[config.mk]
export PLATFORM = sky130hd
export DESIGN_NAME = packet_format_config
export DESIGN_NICKNAME = d
export VERILOG_FILES = /design/src/hdl/pkt_fmt_pkg.sv /design/src/hdl/packet_format_config.sv
export SDC_FILE = /design/constraint.sdc
export NUM_CORES = 1
export LEC_CHECK = 0
export ABC_AREA = 1
export BUFFER_PORTS_ARGS = -buffer_cell sky130_fd_sc_hd__buf_2
export CORE_AREA = 2 2 122 124
export DETAILED_ROUTE_END_ITERATION = 6
export DIE_AREA = 0 0 124 126
export GPL_TIMING_DRIVEN = 0
export PLACE_DENSITY = 0.71
export SLEW_MARGIN = 40
export SYNTH_ARGS = -nofsm -noshare
export SYNTH_HDL_FRONTEND = slang
export SYNTH_SLANG_ARGS = --single-unit
[constraint.sdc]
create_clock -name mclk -period 2.4 [get_ports mclk]
set_input_delay 0.24 -clock mclk [delete_from_list [all_inputs] [get_ports mclk]]
set_output_delay 0.24 -clock mclk [all_outputs]
set_load 0.05 [all_outputs]
[src/hdl/pkt_fmt_pkg.sv]
// Purpose : shared constants and types for the frame-format register block
// Assumes : one 25 MHz clock, AHB-Lite register access, one word per register
// Notes   : register indices are word indices, byte address is four times the index
package pkt_fmt_pkg;

    // ------------------------------------------------------------------
    // register indices and bus constants
    // ------------------------------------------------------------------
    localparam logic [7:0]  IDX_SYNC_PRE   = 8'h2B;  // sync length, preamble high
    localparam logic [7:0]  IDX_PRE_LO     = 8'h2C;  // preamble low byte
    localparam logic [7:0]  IDX_LEN_ADDR   = 8'h2D;  // length width, address field
    localparam logic [7:0]  IDX_FMT_RX     = 8'h2E;  // format, rx path, ordering
    localparam logic [7:0]  IDX_CODING     = 8'h2F;  // coding options
    localparam logic [7:0]  IDX_CRC        = 8'h30;  // crc select
    localparam logic [7:0]  IDX_STATUS     = 8'h3F;  // framer status, read only
    localparam int          NUM_CFG        = 6;      // configuration registers
    localparam logic [1:0]  HTRANS_NONSEQ  = 2'b10;  // transfer type bit 1
    localparam logic        HRESP_OKAY     = 1'b0;   // only response used

    // ------------------------------------------------------------------
    // reset values and writable bit masks
    // ------------------------------------------------------------------
    localparam logic [7:0]  RST_SYNC_PRE   = 8'h80;
    localparam logic [7:0]  RST_PRE_LO     = 8'h10;
    localparam logic [7:0]  RST_LEN_ADDR   = 8'h00;
    localparam logic [7:0]  RST_FMT_RX     = 8'h20;
    localparam logic [7:0]  RST_CODING     = 8'h00;
    localparam logic [7:0]  RST_CRC        = 8'h2C;
    localparam logic [7:0]  MASK_LEN_ADDR  = 8'h88;  // bits 6:4 and 2:0 reserved
    localparam logic [7:0]  MASK_CODING    = 8'h3F;  // bits 7:6 reserved
    localparam logic [7:0]  MASK_FULL      = 8'hFF;

    // ------------------------------------------------------------------
    // field positions
    // ------------------------------------------------------------------
    localparam int POS_SYNC_HI = 7;   localparam int POS_SYNC_LO = 2;
    localparam int POS_PREH_HI = 1;   localparam int POS_PREH_LO = 0;
    localparam int POS_LEN_WIDTH = 7; localparam int POS_ADDR_INC = 3;
    localparam int POS_FMT_HI  = 7;   localparam int POS_FMT_LO  = 6;
    localparam int POS_RXP_HI  = 5;   localparam int POS_RXP_LO  = 4;
    localparam int POS_SYMMAP  = 3;   localparam int POS_BITORD  = 2;
    localparam int POS_PPAT_HI = 1;   localparam int POS_PPAT_LO = 0;
    localparam int POS_HDRCHK  = 5;   localparam int POS_FEC_STOP = 4;
    localparam int POS_INT_START = 3; localparam int POS_3OF6    = 2;
    localparam int POS_BIPHASE = 1;   localparam int POS_LENMODE = 0;
    localparam int POS_CRC_HI  = 7;   localparam int POS_CRC_LO  = 5;
    localparam int POS_STAT_ACT = 0;  localparam int POS_STAT_PEND = 1;

    // ------------------------------------------------------------------
    // encodings and crc table
    // ------------------------------------------------------------------
    typedef enum logic [1:0] {
        FMT_BASIC = 2'd0, FMT_G4 = 2'd1, FMT_UART = 2'd2, FMT_STACK = 2'd3
    } frame_fmt_t;
    localparam logic [31:0] POLY_NONE = 32'h0000_0000;
    localparam logic [31:0] POLY_1    = 32'h0000_0007;
    localparam logic [31:0] POLY_2    = 32'h0000_8005;
    localparam logic [31:0] POLY_3    = 32'h0000_1021;
    localparam logic [31:0] POLY_4    = 32'h0086_4CBF;
    localparam logic [31:0] POLY_5    = 32'h4C01_1BB7;  // leading zero of 0x04C011BB7 dropped
    localparam logic [5:0]  CRCW_0 = 6'd0;  localparam logic [5:0] CRCW_8  = 6'd8;
    localparam logic [5:0]  CRCW_16 = 6'd16; localparam logic [5:0] CRCW_24 = 6'd24;
    localparam logic [5:0]  CRCW_32 = 6'd32;

    // decoded configuration handed to the framer
    typedef struct packed {
        logic [5:0]  syncLenBits;     // sync field length in bits
        logic [9:0]  preamblePairs;   // preamble bit pair count
        logic        lenTwoBytes;     // length field is two bytes
        logic        addrInclude;     // address field present
        frame_fmt_t  frameFormat;     // frame family
        logic [1:0]  rxPath;          // receive data route
        logic        symMapAlt;       // alternate 4-level mapping
        logic        lsbFirst;        // bit order select
        logic [1:0]  preamblePattern; // preamble pattern select
        logic        headerCheck;     // fcs type bit, 802.15.4g only
        logic        fecRecursive;    // fec code, 802.15.4g only
        logic        interleave;      // interleaving, 802.15.4g only
        logic        stopValue;       // uart stop bit level
        logic        startValue;      // uart start bit level
        logic        threeOfSix;      // 3-of-6 line code
        logic        biphase;         // manchester coding
        logic        lengthVariable;  // variable length mode
        logic [2:0]  crcSel;          // raw crc selector
        logic [5:0]  crcWidth;        // crc width, zero for none
        logic [31:0] crcPoly;         // crc polynomial
    } cfg_t;

endpackage : pkt_fmt_pkg

[src/hdl/packet_format_config.sv]
// Purpose : frame-format configuration registers for the packet framer
// Assumes : AHB-Lite slave, zero wait states, word accesses only
// Notes   : framer pulses opStart/opDone; settings are snapshotted at start
`timescale 1ns/10ps
module packet_format_config
    import pkt_fmt_pkg::*;
(
    input  wire logic        mclk,        // system clock
    input  wire logic        rstn,        // async reset, active low
    input  wire logic        hsel,        // slave select
    input  wire logic [31:0] haddr,       // byte address
    input  wire logic [1:0]  htrans,      // transfer type
    input  wire logic        hwrite,      // write when high
    input  wire logic [2:0]  hsize,       // transfer size
    input  wire logic [31:0] hwdata,      // write data
    input  wire logic        hready,      // bus ready
    input  wire logic        opStart,     // tx or rx operation begins
    input  wire logic        opDone,      // operation finished
    output logic      [31:0] hrdata,      // read data
    output logic             hreadyout,   // slave ready
    output logic             hresp,       // response
    output cfg_t             frameCfg,    // snapshot used by the framer
    output logic             opActive,    // operation in progress
    output logic             cfgPending   // decoded register settings differ from snapshot
);

    // ------------------------------------------------------------------
    // helper functions
    // ------------------------------------------------------------------

    // byte mask of writable bits per slot
    function automatic logic [7:0] slot_mask(input logic [2:0] slot);
        logic [7:0] m;
        m = MASK_FULL;
        // reserved bits never take a write
        if (slot == 3'(IDX_LEN_ADDR - IDX_SYNC_PRE)) begin
            m = MASK_LEN_ADDR;
        end else if (slot == 3'(IDX_CODING - IDX_SYNC_PRE)) begin
            m = MASK_CODING;
        end
        return m;
    endfunction : slot_mask

    // polynomial for a crc selector
    // selectors 6 and 7 give no crc field
    function automatic logic [31:0] crc_poly(input logic [2:0] sel);
        logic [31:0] p;
        p = POLY_NONE;
        case (sel)
            3'd1: p = POLY_1;
            3'd2: p = POLY_2;
            3'd3: p = POLY_3;
            3'd4: p = POLY_4;
            3'd5: p = POLY_5;
            default: p = POLY_NONE;  // none or unused selector
        endcase
        return p;
    endfunction : crc_poly

    // crc width for a crc selector
    function automatic logic [5:0] crc_width(input logic [2:0] sel);
        logic [5:0] w;
        w = CRCW_0;
        case (sel)
            3'd1: w = CRCW_8;
            3'd2: w = CRCW_16;
            3'd3: w = CRCW_16;
            3'd4: w = CRCW_24;
            3'd5: w = CRCW_32;
            default: w = CRCW_0;
        endcase
        return w;
    endfunction : crc_width

    // turn the six register bytes into the framer view
    function automatic cfg_t decode_cfg(
        input logic [7:0] r6,
        input logic [7:0] r5,
        input logic [7:0] r4,
        input logic [7:0] r3,
        input logic [7:0] r2,
        input logic [7:0] r1
    );
        cfg_t c;
        logic isG4;
        logic isUart;
        c = '0;
        c.syncLenBits     = r6[POS_SYNC_HI:POS_SYNC_LO];
        c.preamblePairs   = {r6[POS_PREH_HI:POS_PREH_LO], r5};
        c.lenTwoBytes     = r4[POS_LEN_WIDTH];
        c.addrInclude     = r4[POS_ADDR_INC];
        c.frameFormat     = frame_fmt_t'(r3[POS_FMT_HI:POS_FMT_LO]);
        c.rxPath          = r3[POS_RXP_HI:POS_RXP_LO];
        c.symMapAlt       = r3[POS_SYMMAP];
        c.lsbFirst        = r3[POS_BITORD];
        c.preamblePattern = r3[POS_PPAT_HI:POS_PPAT_LO];
        isG4   = (c.frameFormat == FMT_G4);
        isUart = (c.frameFormat == FMT_UART);
        c.headerCheck     = isG4 & r2[POS_HDRCHK];
        c.fecRecursive    = isG4 & r2[POS_FEC_STOP];
        c.interleave      = isG4 & r2[POS_INT_START];
        c.stopValue       = isUart & r2[POS_FEC_STOP];
        c.startValue      = isUart & r2[POS_INT_START];
        c.threeOfSix      = r2[POS_3OF6];
        c.biphase         = r2[POS_BIPHASE];
        c.lengthVariable  = r2[POS_LENMODE];
        c.crcSel          = r1[POS_CRC_HI:POS_CRC_LO];
        c.crcPoly         = crc_poly(c.crcSel);
        c.crcWidth        = crc_width(c.crcSel);
        return c;
    endfunction : decode_cfg

    // snapshot value after reset
    localparam cfg_t CFG_RESET = decode_cfg(RST_SYNC_PRE, RST_PRE_LO, RST_LEN_ADDR,
                                            RST_FMT_RX, RST_CODING, RST_CRC);

    // ------------------------------------------------------------------
    // operation state
    // ------------------------------------------------------------------
    // two states one bit apart, so every step is a gray step
    typedef enum logic [1:0] {
        OP_IDLE   = 2'b00,  // no frame in flight
        OP_ACTIVE = 2'b01   // frame in flight, settings frozen
    } op_state_t;

    op_state_t   state_reg;        // current state
    op_state_t   state_next;       // next state

    // ------------------------------------------------------------------
    // storage and bus tracking
    // ------------------------------------------------------------------
    logic [7:0]  cfgRegs_reg [NUM_CFG];  // configuration bytes
    logic        wrPend_reg;       // write data phase follows
    logic        wrValid_reg;      // pending write hits a config slot
    logic [2:0]  wrSlot_reg;       // slot of pending write
    logic [31:0] hrdata_reg;       // read data flop
    logic        hreadyout_reg;    // ready flop
    cfg_t        frameCfg_reg;     // frozen settings
    logic        cfgPending_reg;   // difference flag
    logic        opActive_reg;     // operation flag flop
    logic        hresp_reg;        // response flop

    // ------------------------------------------------------------------
    // bus decode
    // ------------------------------------------------------------------
    // address phase decode, taken only while the bus is ready
    wire logic        addrPhase = hsel & hready & (htrans[1] == HTRANS_NONSEQ[1]);
    wire logic [7:0]  reqIdx    = haddr[9:2];                // word index
    wire logic        idxHigh   = (haddr[31:10] != 22'h00_0000);
    wire logic        reqIsCfg  = !idxHigh && (reqIdx >= IDX_SYNC_PRE)
                                  && (reqIdx <= IDX_CRC);
    wire logic        reqIsStat = !idxHigh && (reqIdx == IDX_STATUS);
    wire logic [7:0]  reqOff    = reqIdx - IDX_SYNC_PRE;
    wire logic [2:0]  reqSlot   = reqOff[2:0];
    wire logic        rdReq     = addrPhase & !hwrite;
    wire logic        wrReq     = addrPhase & hwrite;

    // write data phase
    // the byte is stored at the end of the data phase
    wire logic        wrDo      = wrPend_reg & wrValid_reg;
    wire logic [7:0]  wrByte    = hwdata[7:0] & slot_mask(wrSlot_reg);

    // ------------------------------------------------------------------
    // decoded settings
    // ------------------------------------------------------------------
    // live decode of the register contents
    // feeds both the snapshot and the pending compare
    wire cfg_t        liveCfg   = decode_cfg(cfgRegs_reg[0], cfgRegs_reg[1],
                                             cfgRegs_reg[2], cfgRegs_reg[3],
                                             cfgRegs_reg[4], cfgRegs_reg[5]);

    // read mux, forwarding a write landing this edge
    // without it a read right behind a write to the same slot
    // would return the old byte, since both use the same edge
    wire logic        fwdHit    = wrDo && (wrSlot_reg == reqSlot);
    wire logic [7:0]  cfgByte   = fwdHit ? wrByte : cfgRegs_reg[reqSlot];
    wire logic [31:0] statWord  = {30'h0000_0000, cfgPending_reg, opActive};
    wire logic [31:0] rdWord;

    // ------------------------------------------------------------------
    // read selection
    // ------------------------------------------------------------------
    // unused bits as zero
    assign rdWord = reqIsCfg  ? {24'h00_0000, cfgByte} :
                    reqIsStat ? statWord :
                                32'h0000_0000;   // unmapped reads zero

    // ------------------------------------------------------------------
    // bus slave flops
    // ------------------------------------------------------------------

    // capture write address phase
    // slot index only counts while wrValid is set
    always_ff @(posedge mclk or negedge rstn) begin
        if (!rstn) begin
            wrPend_reg  <= 1'b0;
            wrValid_reg <= 1'b0;
            wrSlot_reg  <= 3'h0;
        end else if (hready) begin
            wrPend_reg  <= wrReq;
            wrValid_reg <= wrReq & reqIsCfg;   // status and unmapped ignored
            wrSlot_reg  <= reqSlot;
        end
    end

    // read data for the next data phase
    // loaded only by a read address phase, held otherwise
    always_ff @(posedge mclk or negedge rstn) begin
        if (!rstn) begin
            hrdata_reg <= 32'h0000_0000;
        end else if (rdReq) begin
            hrdata_reg <= rdWord;
        end
    end

    // zero wait states, always ready
    // the bus never stalls on this slave
    always_ff @(posedge mclk or negedge rstn) begin
        if (!rstn) begin
            hreadyout_reg <= 1'b1;
        end else begin
            hreadyout_reg <= 1'b1;
        end
    end

    // no error response, reserved and unmapped accesses included
    always_ff @(posedge mclk or negedge rstn) begin
        if (!rstn) begin
            hresp_reg <= HRESP_OKAY;
        end else begin
            hresp_reg <= HRESP_OKAY;
        end
    end

    // ------------------------------------------------------------------
    // configuration storage
    // ------------------------------------------------------------------

    // one byte lane is stored, the upper lanes are dropped
    // masked register write
    always_ff @(posedge mclk or negedge rstn) begin
        if (!rstn) begin
            cfgRegs_reg[0] <= RST_SYNC_PRE;
            cfgRegs_reg[1] <= RST_PRE_LO;
            cfgRegs_reg[2] <= RST_LEN_ADDR;
            cfgRegs_reg[3] <= RST_FMT_RX;
            cfgRegs_reg[4] <= RST_CODING;
            cfgRegs_reg[5] <= RST_CRC;
        end else if (wrDo) begin
            cfgRegs_reg[wrSlot_reg] <= wrByte;
        end
    end

    // ------------------------------------------------------------------
    // operation tracking
    // ------------------------------------------------------------------

    // start wins over done
    // a start in the same cycle as a done keeps the frame open
    always_comb begin
        state_next = state_reg;
        case (state_reg)
            OP_IDLE: begin
                if (opStart) begin
                    state_next = OP_ACTIVE;
                end
            end
            OP_ACTIVE: begin
                if (opDone && !opStart) begin
                    state_next = OP_IDLE;
                end
            end
            default: state_next = OP_IDLE;
        endcase
    end

    // state register
    always_ff @(posedge mclk or negedge rstn) begin
        if (!rstn) begin
            state_reg <= OP_IDLE;
        end else begin
            state_reg <= state_next;
        end
    end

    // operation flag in its own flop, same timing as the state
    always_ff @(posedge mclk or negedge rstn) begin
        if (!rstn) begin
            opActive_reg <= 1'b0;
        end else begin
            opActive_reg <= (state_next == OP_ACTIVE);
        end
    end

    // a write landing on the start edge is not seen:
    // the snapshot takes the contents from before that edge
    // freeze at operation start
    always_ff @(posedge mclk or negedge rstn) begin
        if (!rstn) begin
            frameCfg_reg <= CFG_RESET;
        end else if (opStart) begin
            frameCfg_reg <= liveCfg;
        end
    end

    // flags a change waiting for next start
    // one cycle behind the registers, a status hint only
    always_ff @(posedge mclk or negedge rstn) begin
        if (!rstn) begin
            cfgPending_reg <= 1'b0;
        end else begin
            cfgPending_reg <= (liveCfg != frameCfg_reg);
        end
    end

    // ------------------------------------------------------------------
    // outputs
    // ------------------------------------------------------------------
    assign hrdata     = hrdata_reg;
    assign hreadyout  = hreadyout_reg;
    assign hresp      = hresp_reg;
    assign frameCfg   = frameCfg_reg;
    assign opActive   = opActive_reg;
    assign cfgPending = cfgPending_reg;

    // size is not checked; byte lanes other than 7:0 are dropped
    wire logic unusedSize = ^hsize;

endmodule : packet_format_config

==> results of run 1 <==
==> cell usage in the layout, fill, tap and decap left out, drive strengths merged, types with 2 or more instances in the layout <==
master	instances
a21oi	17
buf	181
bufinv	3
clkbuf	37
clkinv	3
clkinvlp	3
conb	41
dfrtp	99
dfstp	14
ha	2
inv	106
nand2	277
nand3	58
nand4	8
nor2	67
o211ai	6
o21ai	103
o22ai	3
or2	3
xor2	12
==> routing by layer <==
layer  wire (um)  vias to the layer above  track usage, %
li1            -                     2952               -
met1        7574                     2705           30.89
met2        8206                      213           37.43
met3        1180                       44           5.208
met4         619                        0           11.04
met5           0                        -               0
==> area by class of cell <==
cell class / count / area [um2] / share of cell area (%)
sequential: 113 / 2845 / 36.03
multi-input combinational: 599 / 2664 / 33.73
timing repair buffer: 117 / 623.1 / 7.891
buffer: 79 / 510.5 / 6.465
clock buffer: 23 / 498.0 / 6.306
inverter: 106 / 397.9 / 5.039
tap: 184 / 230.2 / 2.916
clock inverter: 9 / 127.6 / 1.616
==> path summary, 6_finish.rpt <==
path | to | cells past startpoint
max | hrdata[3] | 11
min | cfgRegs_reg[27] | 3
max reg2reg | cfgPending | 10
min reg2reg | opActive | 1
max in group asynchronous | cfgRegs_reg[2] | 3
min in group asynchronous | frameCfg[5] | 2
==> worst max-delay path, stage by stage <==
cell	delay, ns
buf_2	0.15
inv_2	0.07
clkbuf_1	0.42
ha_1	0.38
buf_2	0.23
a21oi_1	0.12
o21ai_0	0.15
nand3_1	0.13
nand3_1	0.11
nand3_1	0.12
nand2_1	0.05
==> synthesized netlist by cell type (6+ instances only) <==
| cell type | n |
|---|---|
| a21oi_1 | 15 |
| buf_2 | 12 |
| buf_4 | 53 |
| clkbuf_1 | 14 |
| dfrtp_1 | 99 |
| dfstp_2 | 14 |
| inv_1 | 90 |
| inv_2 | 16 |
| nand2_1 | 272 |
| nand3_1 | 58 |
| nand4_1 | 8 |
| nor2_1 | 60 |
| o211ai_1 | 6 |
| o21ai_0 | 69 |
| o21ai_1 | 33 |
| xor2_1 | 12 |
==> kinds of logic (layout without fill, tap and decap cells) <==
group / count (synthesis) / count (layout)
DFF: 113 / 113
xor gates and xnor gates: 13 / 13
other: 2 / 41
buffers and inverters: 185 / 334
and+or+nand+nor: 414 / 414
AOI/OAI and AO/OA: 129 / 129
adders and majority gates: 2 / 2
==> metrics by stage <==
step / TNS [ns] / total power [mW] / std cells / util (%)
2_1_floorplan: 0 / 2.932 / 897 / -
3_3_place_gp: -31.47 / 3.221 / 1196 / 50.46
6_report: 0 / 5.866 / 1230 / 55.17
4_1_cts: 0 / 5.903 / 1230 / 55.17
5_1_grt: 0 / 6.102 / 1230 / 55.17
3_5_place_dp: 0 / 3.241 / 1197 / 50.73
==> where the power goes <==
group / internal (mW) / switching (mW) / leakage, nW / total (mW)
Combinational: 0.294 / 0.819 / 2.90 / 1.11
Clock: 1.76 / 0.887 / 0.301 / 2.65
Sequential: 2.01 / 0.0893 / 1.25 / 2.10
Total: 4.07 / 1.80 / 4.45 / 5.87
==> results.json, run 1 <==
{
  "cts_setup_buffers": 0,
  "gp_congestion": 0.9203,
  "io_pins": 187,
  "ir_worst_vdd_mv": 0.4383,
  "cap_viol_max_count": 0,
  "synth_compound_area_share_pct": 10.77,
  "rsz0062_at_grt": "no",
  "drtIter0Drc": 493,
  "drc": 0,
  "relSlewSlack_pct": 48.42,
  "synth_xor_xnor_area_share_pct": 1.816,
  "clk_pin_slew_ns": 0.05,
  "synth_cell_types": 28,
  "layout-drive-gt1-share_pct": 24.57,
  "holdBufCountCts": 1,
  "ys_seq_area_share_pct": 45.37,
  "required_ns": 2.71,
  "worst_slack_ns": 0.5476,
  "clock_skew_ns": 0.005538,
  "num_rows": 44,
  "grt_overflow": 0,
  "final_area_um2": 7896,
  "synth_adder_area_share_pct": 0.3990,
  "holdWs_ns": 0.05004,
  "detail_route.wl_per_cell_um": 14.29,
  "worstHoldStart": "hwdata[3]",
  "cp-startpoint": "haddr[2]",
  "fp.dieH_um": 126,
  "num_antenna_cells": 0,
  "die_w_um": 124,
  "fin_crit_ns": 1.852,
  "yosys.area.top_type_share_pct": 39.51,
  "totalWireLength_um": 17580,
  "max_freq_ghz": 0.5399,
  "grt_pass1_wl_um": 27860,
  "vias_per_cell": 4.808,
  "p_leak_nw": 4.450,
  "cts_inserted_buffers": 17,
  "powerDensity_nw_per_um2": 742.9,
  "finalCritPeriodShare_pct": 77.18,
  "critPathKind": "input port to flip-flop",
  "synth.area.mux_share_pct": 0,
  "worstPathArrival_ns": 2.16,
  "synth_top_family_by_area": "simple AND/OR/NAND/NOR gates",
  "tritoncts": "done",
  "fp.dieArea_um2": 15620,
  "syn-mean-instance-area_um2": 7.309,
  "fillCellCount": 1406,
  "setup_viol": 0,
  "ant_nets": 0,
  "coreArea_um2": 14310,
  "htreeDepth": 4,
  "dp_hpwl_um": 13140,
  "portBuffers": 115,
  "ys_warn_count": 0,
  "crit_path_start_kind": "input port",
  "synth-seq-cells": 113,
  "worstHoldPathType": "input port to flip-flop",
  "clockBufferDepth": 2,
  "worst_setup_path_end_kind": "flip-flop",
  "grt_pass1_vias": 5483,
  "start_util_pct": 43.81,
  "syn_to_final_growth_pct": 25.92,
  "placedInstanceArea_um2": 7261,
  "syn_inst": 858,
  "postCtsResizedCells": 0,
  "grt_max_degree": 60,
  "path_max_fanout": 10,
  "r2r_slack_ns": 0.60,
  "synth.top_cells.by_area": "dfrtp_1 40%, nand2_1 16%, buf_4 6.3%, dfstp_2 5.9%, o21ai_0 5.5%",
  "finalNetCount": 1111,
  "antenna_found_initial": 0,
  "via_count": 5914,
  "rr_startpoint": "cfgRegs_reg[5]",
  "clk_latency_ns": 0.42,
  "drv_slew": 0,
  "clock-root-buffer": "clkbuf_16",
  "tightestPinTransition_ns": 0.7738,
  "synth_edf_count": 0,
  "grt_usage_pct": 23.70,
  "cts_num_sinks": 113,
  "hold_violations": 0,
  "outcome": "finished clean",
  "yosys.area_share.simple_pct": 27.04,
  "syn-cell-area_um2": 6271,
  "async_flop_share_pct": 100.0,
  "yosysTopAreaCell": "dfrtp_1",
  "synth-main-ff-cell": "dfrtp_1",
  "pre_cts_ws_ns": 0.1541,
  "dr.pass1.iters": 5
}
Power figures use the tool's default switching activity.
==> run 2, diff against run 1 <==
--- a/config.mk
+++ b/config.mk
@@ -5,13 +5,13 @@
 export SDC_FILE = /design/constraint.sdc
 export NUM_CORES = 1
 export LEC_CHECK = 0
-export ABC_AREA = 1
+export ABC_AREA = 0
 export BUFFER_PORTS_ARGS = -buffer_cell sky130_fd_sc_hd__buf_2
-export CORE_AREA = 2 2 122 124
+export CORE_AREA = 2 2 120 122
 export DETAILED_ROUTE_END_ITERATION = 6
-export DIE_AREA = 0 0 124 126
+export DIE_AREA = 0 0 122 124
 export GPL_TIMING_DRIVEN = 0
-export PLACE_DENSITY = 0.71
+export PLACE_DENSITY = 0.74
 export SLEW_MARGIN = 40
 export SYNTH_ARGS = -nofsm -noshare
 export SYNTH_HDL_FRONTEND = slang
==> constraint.sdc (replaced) <==
create_clock -name mclk -period 1.7 [get_ports mclk]
set_input_delay 0.17 -clock mclk [delete_from_list [all_inputs] [get_ports mclk]]
set_output_delay 0.17 -clock mclk [all_outputs]
set_load 0.05 [all_outputs]
==> run 2 against run 1 <==
Against the previous run: the run now ends with DRC, setup timing left; sequential power is 36% higher; global-route usage is 1.4 points lower; setup slack worse by 0.66 ns; highest routed layer unchanged.
==> results.json, run 2 <==
{
  "outcome": "finished, violations left",
  "violations": "DRC, setup timing",
  "final_cells": 953,
  "grt_overflow": 0,
  "synth_cell_types": 55,
  "io_pins": 187,
  "portBuffers": 114,
  "syn-mean-instance-area_um2": 10.61,
  "ys_warn_count": 0,
  "grt_pass1_vias": 4582,
  "worstHoldPathType": "input port to flip-flop",
  "cts_num_sinks": 113,
  "crit_chain": "xnor2_1, nand4_1, nor4_2, nand4_1, nor3_2, nand4_1",
  "ys_seq_area_share_pct": 46.80,
  "multi_input_area_um2": 2910,
  "fillCellCount": 1158,
  "clockBufferDepth": 2,
  "hold_violations": 0,
  "mostFrequentLayoutCells": "117 x buf_2, 96 x dfrtp_1, 69 x buf_4",
  "critical_path_buf_inv_count": 0,
  "ir_worst_vdd_mv": 0.7850,
  "worst_setup_path_end_kind": "flip-flop",
  "clk_latency_ns": 0.42,
  "final_util_pct": 58.82,
  "htreeDepth": 4,
  "max_freq_ghz": 0.5522,
  "crit_path_start_kind": "flip-flop",
  "synth-seq-cells": 113,
  "finalNetCount": 838,
  "drtIter0Drc": 435,
  "clock-root-buffer": "clkbuf_16",
  "critPathKind": "flip-flop to flip-flop",
  "cap_viol_max_count": 0,
  "p_leak_nw": 3.834,
  "yosysTopAreaCell": "dfrtp_1",
  "drc": 2,
  "drv_slew": 0,
  "tightestPinTransition_ns": 0.7934,
  "synth-main-ff-cell": "dfrtp_1",
  "gp_congestion": 0.9142,
  "relSlewSlack_pct": 47.11,
  "fp.dieH_um": 124,
  "yosys.area.top_type_share_pct": 40.75,
  "syn_to_final_growth_pct": 32.74,
  "detail_route.wl_per_cell_um": 17.25,
  "cts_inserted_buffers": 17,
  "path_max_fanout": 7,
  "vias_per_cell": 5.154,
  "antenna_found_initial": 0,
  "totalWireLength_um": 16440,
  "cp_slowest_stage_delay_ns": 0.65,
  "cpMostUsedCell": "nand4_1",
  "finalPower_mw": 7.859,
  "rsz0062_at_grt": "yes",
  "syn_inst": 573,
  "die_w_um": 122,
  "syn-cell-area_um2": 6080,
  "path_delay_family": "simple AND/OR/NAND/NOR gates",
  "grt_pass1_wl_um": 25050,
  "ant_nets": 0,
  "synth.top_cells.by_area": "dfrtp_1 41%, mux2_2 11%, buf_4 6.5%, dfstp_2 6.1%, xnor2_1 4.2%",
  "num_rows": 43,
  "layout-drive-gt1-share_pct": 44.76,
  "regArea_um2": 2849,
  "coreArea_um2": 13720,
  "synth_edf_count": 0,
  "setup_viol": 1,
  "dp_hpwl_um": 11670,
  "final_common_cell": "buf_2",
  "via_count": 4912,
  "powerDensity_nw_per_um2": 973.8,
  "worst_slack_ns": -0.1108,
  "synthTopCellsByCount": "99 x dfrtp_1, 57 x mux2_2, 53 x buf_4",
  "placed_cells": 907,
  "async_flop_share_pct": 100.0,
  "dr.pass1.iters": 7,
  "grt_max_degree": 64,
  "clk_pin_slew_ns": 0.05,
  "cp_slowest_cell": "dfstp_2",
  "num_antenna_cells": 0,
  "start_util_pct": 44.31,
  "final.setup.tns_ns": -0.1108,
  "clock_skew_ns": 0.01031,
  "finalCritPeriodShare_pct": 106.5,
  "holdWs_ns": 0.04520,
  "fp.dieArea_um2": 15130,
  "synth.most_common_cell": "dfrtp_1",
  "worstPathArrival_ns": 2.06,
  "required_ns": 1.95,
  "fin_crit_ns": 1.811,
  "grt_usage_pct": 22.28,
  "tritoncts": "done"
}
==> run 2: where the power goes <==
part / internal [mW] / total [mW] / switching (mW)
sequential: 2.77 / 2.85 / 0.0754
clock: 2.56 / 3.80 / 1.25
combinational: 0.430 / 1.21 / 0.777
total: 5.76 / 7.86 / 2.10
==> run 2: metal layers <==
layer  vias to the layer above  track usage (%)  routed length, um
met5                         -                0                  0
met2                       223            37.67               8310
met4                         0            7.830                306
met1                      2360            28.79               6610
met3                        34            4.212               1216
li1                       2295                -                  -
==> run 2: final timing paths <==
check,from,end,slack (ns),cells after the start
min in group asynchronous,rstn,frameCfg[53],0.25,2
hold reg to reg,state_reg[1],opActive,0.42,1
max in group asynchronous,rstn,cfgRegs_reg[2],0.76,3
setup / recovery,cfgRegs_reg[5],cfgPending,-0.11,6
setup reg to reg,cfgRegs_reg[5],cfgPending,-0.11,6
hold / removal,hwdata[1],cfgRegs_reg[17],0.05,2
==> run 2: logic make-up (layout without fill, tap and decap cells) <==
group                    after synthesis  after routing  share of synthesized area, %
XOR/XNOR                              40             40                         5.762
multiplexers                          77             77                         15.50
adder cells (fa/ha/maj)                2              2                        0.4115
flip-flops                           113            113                         46.80
AND/OR/NAND/NOR                      144            144                         12.06
AO/OA/AOI/OAI                         90             90                         9.241
other                                  2             41                        0.1235
buffers and inverters                105            266                         10.10
==> run 2: metrics by stage <==
stage / setup WS (ns) / instance area (um2)
2_1_floorplan: -0.1694 / 6281
3_3_place_gp: -0.8838 / 7077
3_5_place_dp: -0.7298 / 7114
4_1_cts: -0.1416 / 7896
5_1_grt: -0.1637 / 8070
6_report: -0.1108 / 8070
==> run 2: area by class of cell <==
cell class	count	share of cell area, %
clock buffer	22	5.876
inverter	24	1.240
clock inverter	10	1.953
tap	180	2.791
multi-input combinational	394	36.06
sequential	113	35.30
timing repair buffer	132	9.519
buffer	78	7.256
==> run 2: timing repair <==
item | 4_1_cts | 5_1_grt
cloned | 0 | 1
pin swaps | 2 | 6
endpoints found under the hold margin | 50 | 0
resized for setup | 22 | 28
hold buffers | 1 | 0
endpoints found under the setup margin | 34 | 26
setup buffers | 7 | 8
==> run 2: worst reg2reg max path, delay by kind of cell (launching register included) <==
family,cells,cell delay (ns)
simple gates,5,0.85
flops,1,0.65
xor+xnor,1,0.15
